==> config.mk <==
export PLATFORM = sky130hd
export DESIGN_NAME = pfc_host
export DESIGN_NICKNAME = d
export VERILOG_FILES = /design/src/verilog/pfc_pkg.sv /design/src/verilog/pfc_host.sv /design/src/verilog/pfc_sync.sv
export VERILOG_INCLUDE_DIRS = /design/src /design/src/verilog
export SDC_FILE = /design/constraint.sdc
export NUM_CORES = 1
export LEC_CHECK = 0
export BUFFER_PORTS_ARGS = -buffer_cell sky130_fd_sc_hd__buf_4
export CORE_ASPECT_RATIO = 0.7
export CORE_UTILIZATION = 54
export DETAILED_ROUTE_END_ITERATION = 6
export PLACE_DENSITY = 0.9
export SLEW_MARGIN = 20
export SYNTH_ARGS = -nofsm -noshare
export SYNTH_HDL_FRONTEND = slang
export SYNTH_SLANG_ARGS = --single-unit
==> constraint.sdc <==
create_clock -name i_clk -period 2.3 [get_ports i_clk]
set_input_delay 0.23 -clock i_clk [delete_from_list [all_inputs] [get_ports i_clk]]
set_output_delay 0.23 -clock i_clk [all_outputs]
set_load 0.02 [all_outputs]
==> src/verilog/pfc_params.svh <==
// Timing and field constants for the parallel flash host controller
`ifndef PFC_PARAMS_SVH
`define PFC_PARAMS_SVH
`define PFC_CLK_PERIOD_NS      8
`define PFC_T_ACC_NS           90
`define PFC_T_RP_NS            500
`define PFC_T_RH_NS            50
`define PFC_T_READY_NS         20000
`define PFC_T_WP_NS            35
`define PFC_T_SLEEP_MARGIN_NS  30
`define PFC_CYC_UP(ns)         (((ns) + `PFC_CLK_PERIOD_NS - 1) / `PFC_CLK_PERIOD_NS)
`define PFC_CYC_ACC            `PFC_CYC_UP(`PFC_T_ACC_NS)
`define PFC_CYC_RP             `PFC_CYC_UP(`PFC_T_RP_NS)
`define PFC_CYC_RH             `PFC_CYC_UP(`PFC_T_RH_NS)
`define PFC_CYC_WP             `PFC_CYC_UP(`PFC_T_WP_NS)
`define PFC_CYC_READY          (`PFC_T_READY_NS / `PFC_CLK_PERIOD_NS)
`define PFC_CNT_W              12
`define PFC_ADDR_W             22
`define PFC_DATA_W             16
`define PFC_A1_BIT             1
`define PFC_A6_BIT             6
`define PFC_A9_BIT             9
`define PFC_Q0_BIT             0
`define PFC_WORD_ZERO          16'h0000
`endif

==> src/verilog/pfc_pkg.sv <==
// Types shared by the parallel flash host controller
package pfc_pkg;
  typedef enum logic [2:0] {
    PFC_OP_READ,
    PFC_OP_WRITE,
    PFC_OP_PROTECT,
    PFC_OP_UNPROTECT,
    PFC_OP_VERIFY,
    PFC_OP_RESET
  } pfc_op_t;

  typedef struct packed {
    pfc_op_t     op;
    logic [21:0] addr;
    logic [15:0] data;
  } pfc_req_t;

  typedef struct packed {
    logic        ce_n;
    logic        oe_n;
    logic        we_n;
    logic        reset_n;
    logic        a9_hv;
    logic        oe_hv;
    logic        reset_hv;
  } pfc_strobe_t;
endpackage : pfc_pkg

==> src/verilog/pfc_host.sv <==
// Host-side controller that drives a parallel NOR flash through its strobes
// What this block does
// - Read: chip and output enable low, write enable high.
// - Command write: write and chip enable low, output enable high.
// - Host pulses o_retry when a reset interrupted an embedded algorithm.
// - Group protect: high level on A9 and output enable, A6 low, pulse write enable.
// - Chip unprotect: high level on output enable and A9, A6 high, pulse write enable.
// - Host should protect every group before chip unprotect; this block issues chip unprotect without protecting any group first.
// - Protect and unprotect may use only the reset high level with bus timing.
`include "pfc_params.svh"
module pfc_host (
  input  wire logic                     i_clk,
  input  wire logic                     i_reset,
  input  wire pfc_pkg::pfc_req_t        i_req,
  input  wire logic                     i_req_valid,
  input  wire logic                     i_alt_method,
  input  wire logic                     i_wp_n,
  output logic                          o_req_ready,
  output logic [`PFC_DATA_W-1:0]        o_rd_data,
  output logic                          o_rd_valid,
  output logic                          o_retry,
  output pfc_pkg::pfc_strobe_t          o_strobe,
  output logic [`PFC_ADDR_W-1:0]        o_addr,
  output logic [`PFC_DATA_W-1:0]        o_dq_out,
  output logic                          o_dq_oe,
  output logic                          o_wp_n,
  input  wire logic [`PFC_DATA_W-1:0]   i_dq_in,
  input  wire logic                     i_ready_busy_n
);
  typedef enum logic [2:0] {
    PFC_ST_IDLE,
    PFC_ST_SETUP,
    PFC_ST_STROBE,
    PFC_ST_RECOVER,
    PFC_ST_RST_LOW,
    PFC_ST_RST_WAIT
  } pfc_state_t;

  pfc_state_t                  state_q;
  pfc_pkg::pfc_req_t           req_q;
  logic [`PFC_CNT_W-1:0]       cnt_q;
  logic                        busy_at_reset_q;
  logic                        rb_sync;
  logic [`PFC_DATA_W-1:0]      dq_sync;
  pfc_pkg::pfc_strobe_t        act_strobe;

  // Every device pin input passes the three-stage synchroniser
  pfc_sync u_rb_sync (
    .i_clk   (i_clk),
    .i_reset (i_reset),
    .i_async (i_ready_busy_n),
    .o_level (rb_sync)
  );

  genvar gi;
  generate
    for (gi = 0; gi < `PFC_DATA_W; gi++) begin : g_dq_sync
      pfc_sync u_dq_sync (
        .i_clk   (i_clk),
        .i_reset (i_reset),
        .i_async (i_dq_in[gi]),
        .o_level (dq_sync[gi])
      );
    end
  endgenerate

  // Strobe pattern for the active phase of each operation
  function automatic pfc_pkg::pfc_strobe_t active_strobe(input pfc_pkg::pfc_op_t op, input logic alt);
    pfc_pkg::pfc_strobe_t s;
    s = '{ce_n: 1'b0, oe_n: 1'b1, we_n: 1'b1, reset_n: 1'b1, a9_hv: 1'b0, oe_hv: 1'b0, reset_hv: 1'b0};
    case (op)
      pfc_pkg::PFC_OP_READ: begin
        s.oe_n = 1'b0;
      end
      pfc_pkg::PFC_OP_WRITE: begin
        s.we_n = 1'b0;
      end
      pfc_pkg::PFC_OP_PROTECT, pfc_pkg::PFC_OP_UNPROTECT: begin
        s.we_n = 1'b0;
        if (alt) begin
          s.reset_hv = 1'b1;
        end else begin
          s.a9_hv = 1'b1;
          s.oe_hv = 1'b1;
        end
      end
      pfc_pkg::PFC_OP_VERIFY: begin
        s.oe_n  = 1'b0;
        s.a9_hv = 1'b1;
      end
      default: begin
        s.ce_n = 1'b1;
      end
    endcase
    return s;
  endfunction : active_strobe

  function automatic pfc_pkg::pfc_strobe_t idle_strobe();
    return '{ce_n: 1'b1, oe_n: 1'b1, we_n: 1'b1, reset_n: 1'b1, a9_hv: 1'b0, oe_hv: 1'b0, reset_hv: 1'b0};
  endfunction : idle_strobe

  always_comb begin
    act_strobe = active_strobe(req_q.op, i_alt_method);
  end

  // Sequencer
  always_ff @(posedge i_clk) begin
    if (i_reset) begin
      state_q <= PFC_ST_IDLE;
      cnt_q   <= '0;
      req_q   <= '0;
    end else begin
      case (state_q)
        PFC_ST_IDLE: begin
          if (i_req_valid) begin
            req_q <= i_req;
            cnt_q <= '0;
            state_q <= (i_req.op == pfc_pkg::PFC_OP_RESET) ? PFC_ST_RST_LOW : PFC_ST_SETUP;
          end
        end
        PFC_ST_SETUP: begin
          cnt_q   <= '0;
          state_q <= PFC_ST_STROBE;
        end
        PFC_ST_STROBE: begin
          // Reads wait address access time plus the synchroniser depth
          if (req_q.op == pfc_pkg::PFC_OP_READ || req_q.op == pfc_pkg::PFC_OP_VERIFY) begin
            if (cnt_q == `PFC_CNT_W'(`PFC_CYC_ACC + 3)) begin
              state_q <= PFC_ST_RECOVER;
            end else begin
              cnt_q <= cnt_q + 1'b1;
            end
          end else if (cnt_q == `PFC_CNT_W'(`PFC_CYC_WP)) begin
            state_q <= PFC_ST_RECOVER;
          end else begin
            cnt_q <= cnt_q + 1'b1;
          end
        end
        PFC_ST_RECOVER: begin
          state_q <= PFC_ST_IDLE;
        end
        PFC_ST_RST_LOW: begin
          if (cnt_q == `PFC_CNT_W'(`PFC_CYC_RP)) begin
            cnt_q   <= '0;
            state_q <= PFC_ST_RST_WAIT;
          end else begin
            cnt_q <= cnt_q + 1'b1;
          end
        end
        PFC_ST_RST_WAIT: begin
          // Busy at reset: wait for ready; else wait reset-to-read time
          if (busy_at_reset_q) begin
            if (rb_sync || cnt_q == `PFC_CNT_W'(`PFC_CYC_READY)) begin
              state_q <= PFC_ST_IDLE;
            end else begin
              cnt_q <= cnt_q + 1'b1;
            end
          end else if (cnt_q == `PFC_CNT_W'(`PFC_CYC_RH)) begin
            state_q <= PFC_ST_IDLE;
          end else begin
            cnt_q <= cnt_q + 1'b1;
          end
        end
        default: begin
          state_q <= PFC_ST_IDLE;
        end
      endcase
    end
  end

  // Remember whether an embedded algorithm was cut by the reset
  always_ff @(posedge i_clk) begin
    if (i_reset) begin
      busy_at_reset_q <= 1'b0;
      o_retry         <= 1'b0;
    end else begin
      o_retry <= 1'b0;
      // Sampled at the end of the pulse, after ready_busy_n has crossed the synchroniser
      if (state_q == PFC_ST_RST_LOW && cnt_q == `PFC_CNT_W'(`PFC_CYC_RP)) begin
        busy_at_reset_q <= ~rb_sync;
      end
      if (state_q == PFC_ST_RST_WAIT && busy_at_reset_q && (rb_sync || cnt_q == `PFC_CNT_W'(`PFC_CYC_READY))) begin
        o_retry <= 1'b1;
      end
    end
  end

  // Pin drive
  always_ff @(posedge i_clk) begin
    if (i_reset) begin
      o_strobe <= idle_strobe();
      o_addr   <= '0;
      o_dq_out <= `PFC_WORD_ZERO;
      o_dq_oe  <= 1'b0;
    end else begin
      case (state_q)
        PFC_ST_SETUP, PFC_ST_STROBE, PFC_ST_RECOVER: begin
          // Chip enable and qualifiers frame the strobe on both sides
          o_strobe <= act_strobe;
          if (state_q != PFC_ST_STROBE) begin
            o_strobe.oe_n <= 1'b1;
            o_strobe.we_n <= 1'b1;
          end
          o_addr <= req_q.addr;
          if (req_q.op == pfc_pkg::PFC_OP_PROTECT) begin
            o_addr[`PFC_A6_BIT] <= 1'b0;
            o_addr[`PFC_A1_BIT] <= 1'b1;
          end else if (req_q.op == pfc_pkg::PFC_OP_UNPROTECT) begin
            o_addr[`PFC_A6_BIT] <= 1'b1;
            o_addr[`PFC_A1_BIT] <= 1'b1;
          end else if (req_q.op == pfc_pkg::PFC_OP_VERIFY) begin
            o_addr[`PFC_A6_BIT] <= 1'b0;
            o_addr[`PFC_A1_BIT] <= 1'b1;
          end
          o_dq_out <= req_q.data;
          o_dq_oe  <= (req_q.op == pfc_pkg::PFC_OP_WRITE);
        end
        PFC_ST_RST_LOW: begin
          o_strobe         <= idle_strobe();
          o_strobe.reset_n <= 1'b0;
          o_dq_oe          <= 1'b0;
        end
        default: begin
          o_strobe <= idle_strobe();
          o_dq_oe  <= 1'b0;
        end
      endcase
    end
  end

  // Read capture and handshake
  always_ff @(posedge i_clk) begin
    if (i_reset) begin
      o_rd_data   <= `PFC_WORD_ZERO;
      o_rd_valid  <= 1'b0;
      o_req_ready <= 1'b0;
      o_wp_n      <= 1'b0;
    end else begin
      o_wp_n      <= i_wp_n;
      o_rd_valid  <= 1'b0;
      o_req_ready <= (state_q == PFC_ST_IDLE) && !i_req_valid;
      if (state_q == PFC_ST_STROBE && cnt_q == `PFC_CNT_W'(`PFC_CYC_ACC + 3)
          && (req_q.op == pfc_pkg::PFC_OP_READ || req_q.op == pfc_pkg::PFC_OP_VERIFY)) begin
        o_rd_data  <= dq_sync;
        if (req_q.op == pfc_pkg::PFC_OP_VERIFY) begin
          o_rd_data <= {{(`PFC_DATA_W-1){1'b0}}, dq_sync[`PFC_Q0_BIT]};
        end
        o_rd_valid <= 1'b1;
      end
    end
  end
endmodule : pfc_host

==> src/verilog/pfc_sync.sv <==
// Three-stage input synchroniser that accepts a change once stages two and three agree
module pfc_sync (
  input  wire logic i_clk,
  input  wire logic i_reset,
  input  wire logic i_async,
  output logic      o_level
);
  logic s1_q;
  logic s2_q;
  logic s3_q;

  always_ff @(posedge i_clk) begin
    if (i_reset) begin
      s1_q <= 1'b1;
      s2_q <= 1'b1;
      s3_q <= 1'b1;
    end else begin
      s1_q <= i_async;
      s2_q <= s1_q;
      s3_q <= s2_q;
    end
  end

  always_ff @(posedge i_clk) begin
    if (i_reset) begin
      o_level <= 1'b1;
    end else if (s2_q == s3_q) begin
      o_level <= s3_q;
    end
  end
endmodule : pfc_sync

==> run_results.csv <==
group,metric,value,unit
outcome,status,"finished clean",
floorplanning,num_rows,33,
detailed_routing,first_iter_violations,410,
synthesis,synth-xor-area-share,0.002608,
synthesis,synth_area,6718,sq um
detailed_routing,dr.pass1.iters,5,
synthesis,syn_area_per_cell,9.017,sq um
synthesis,synthFlopType,"dfxtp_1",
critical_path,reg2reg_slack,0.12,ns
cells_and_area,seq_area,3825,sq um
floorplanning,fp.dieW,135.3,um
critical_path,cp_cell_sequence,"nor3b_1, buf_4, a32oi_1, o211ai_1, a211o_2, nand2b_4, o32ai_1",
power_and_ir_drop,max-vdd-ir-drop,0.7418,mV
synthesis,synthAdderAreaFrac,0.005588,
clock_network,cts_sinks,191,
synthesis,netlist.top_cell.by_area,"dfxtp_1",
floorplanning,die_y,95.32,um
power_and_ir_drop,leakage,3.541,nW
detailed_routing,via_count,5638,
power_and_ir_drop,finalPower,9.145,mW
clock_network,cts_tree,"done",
timing,max_freq,459.4,MHz
placement,place_congestion,0.9011,
critical_path,worstPathRequired,2.63,ns
floorplanning,pin_count,129,
cells_and_area,diodes,0,
detailed_routing,wirelength,15.60,mm
synthesis,synth_cell_types,52,
hold_path,hold_class,"primary input to flop",
clock_network,cts_buffers,17,
cells_and_area,multiInputGateArea,2720,sq um
clock_network,cts_root_buf,"clkbuf_16",
timing,fin_setup_tns,0,ns
timing,period_share,0.9465,
timing,hold_ws,0.02845,ns
floorplanning,initial_core_util,0.5649,
clock_network,cts_max_path_buffers,2,
cells_and_area,final_cell_area,8708,sq um
synthesis,yosysTopAreaCellShare,0.5692,
global_routing,grt_start_max_net_pins,65,
placement,place_area,7868,sq um
synthesis,syn_inst,745,
global_routing,track_usage,0.2435,
timing,setup_viol,0,
placement,hpwl,9.740,mm
critical_path,critPathCaptureType,"flop",
global_routing,grt_pass1_vias,5082,
global_routing,overflow,0,
synthesis,synth.area.mux_share,0.003166,
placement,io_buffers,128,
cells_and_area,final_cells,1057,
timing,drv_slew,0,
critical_path,arrival,2.51,ns
synthesis,synth_area_leaders,"dfxtp_1 57%, nand2_1 9.6%, a21oi_1 8.0%",
critical_path,cpMaxStageDelayCell,"dfxtp_1",
synthesis,synth_edf_count,0,
cells_and_area,drive_gt1_frac,0.2778,
power_and_ir_drop,powerDensity,1050,nW/um^2
floorplanning,die_area,12900,sq um
timing,finClkSkew,0.01886,ns
critical_path,crit_fanout,10,
detailed_routing,drc_errors,0,
detailed_routing,viasPerCell,5.334,
synthesis,yosysWarnings,0,
synthesis,async_flop_share,0,
synthesis,syn-num-nets,811,
detailed_routing,wl_per_cell,14.76,um
synthesis,synth-seq-cells,191,
detailed_routing,ant_nets,0,
critical_path,critPathLaunchType,"flop",
synthesis,synth-compound-area-share,0.1559,
placement,dp.cells,1006,
floorplanning,core-area,11890,sq um
timing,fin_crit,2.177,ns
run,max_cap_viol_count,0,
synthesis,ys_seq_area_frac,0.5692,
cells_and_area,num-fill-cells,837,
clock_network,clock_tree.htree_level_count,4,
clock_network,cts_setup_buffers,0,
clock_network,clk_latency,0.43,ns
timing,slew_headroom,0.6049,
critical_path,cpPeakStageDelay,0.49,ns
cells_and_area,area_growth_syn_to_layout,29.63,%
synthesis,synth_top_family_by_area,"simple AND/OR/NAND/NOR gates",
clock_network,cts.clk_slew.worst_paths,0.08,ns
timing,worst_slew_pin_slew,0.5846,ns
synthesis,synth-simple-area-share,0.2330,
critical_path,critical_path_class,"flop to flop",
synthesis,synth.most_common_cell,"dfxtp_1",
global_routing,antenna_found_initial,0,
global_routing,grt_pass1_wl,24.57,mm
synthesis,synthTopCellsByCount,"191 x dfxtp_1, 171 x nand2_1, 107 x a21oi_1",
cells_and_area,nNetsFinal,953,
timing,hold_violations,0,
[per-stage QoR]
step	utilization	worst slack, ns
4_1_cts	0.7299	0.05950
6_report	0.7323	0.1231
2_1_floorplan	-	0.2932
3_5_place_dp	0.6616	0.05960
3_3_place_gp	0.6616	0.1473
5_1_grt	0.7323	-0.004535
[where the power goes]
part | internal [mW] | leakage (nW) | total (mW) | switching (mW)
Sequential | 3.63 | 1.56 | 3.83 | 0.197
Combinational | 0.839 | 1.68 | 2.27 | 1.43
Clock | 1.59 | 0.298 | 3.04 | 1.45
Total | 6.06 | 3.54 | 9.15 | 3.08
[repair_timing]
item | 4_1_cts | 5_1_grt
pin swaps | 0 | 0
hold buffers | 18 | 1
hold endpoints to repair | 18 | 1
setup endpoints to repair | 2 | 7
gates cloned | 0 | 0
resized for setup | 2 | 3
[placed cells by master, fill, tap and decap left out, types with 3 or more instances in the layout]
master           n
or2_2           55
buf_4          145
nand3_1          8
clkinv_8         3
inv_8            5
dfxtp_1        190
nand2_1        171
or3_1            4
dlygate4sd3_1   19
inv_1            6
clkbuf_16       17
ha_1             3
and2_1           3
a21oi_1        107
o21ai_0         10
nor3_1           4
and3_1           6
o32ai_1          4
nor2b_1          8
nor2_1          39
o21bai_1        18
a211oi_1         3
a22o_1          16
nand2b_1         5
[worst paths after layout]
kind	from	end	cells after the start
max reg2reg	state_q[0]	cnt_q[3]	7
max	state_q[0]	cnt_q[3]	7
min reg2reg	g_dq_sync[7].u_dq_sync.s1_q	g_dq_sync[7].u_dq_sync.s2_q	1
min	i_wp_n	o_wp_n	2
[flip-flops by register name (all words and copies together) (netlist names), 3 cells and up]
| signal | cells |
|---|---|
| req_q | 41 |
| o_addr | 22 |
| g_dq_sync.u_dq_sync.o_level | 16 |
| g_dq_sync.u_dq_sync.s1_q | 16 |
| g_dq_sync.u_dq_sync.s2_q | 16 |
| g_dq_sync.u_dq_sync.s3_q | 16 |
| o_dq_out | 16 |
| o_rd_data | 16 |
| cnt_q | 12 |
| o_strobe | 7 |
| state_q | 3 |
[final cells by class]
class,instances,area share
inverters,6,0.002586
clock buffers,17,0.04885
flip-flops and latches,191,0.4392
multi-input cells,505,0.3124
clock inverters,15,0.02299
repair buffers,166,0.1514
well taps,157,0.02256
[layer usage]
layer	vias to the layer above	share of wire	GRT usage	wire, um
li1	2784	-	-	-
met1	2610	0.45	0.3193	7001
met2	208	0.47	0.3932	7295
met3	36	0.064	0.06486	1004
met4	0	0.019	0.07678	297
met5	-	0	0	0
[critical path, delay by kind of cell (launching register included)]
kind,cells,cell delay [ns]
compound gates,4,1.06
buf+inv,1,0.18
flops,1,0.49
simple gates,2,0.35
[cell families after synthesis]
group,after synthesis
and+or+nand+nor,326
DFF,191
AOI/OAI and AO/OA,172
buffers and inverters,49
adders and majority gates,3
xor gates and xnor gates,2
muxes,2
No activity file was read; power rests on OpenSTA's default activity.
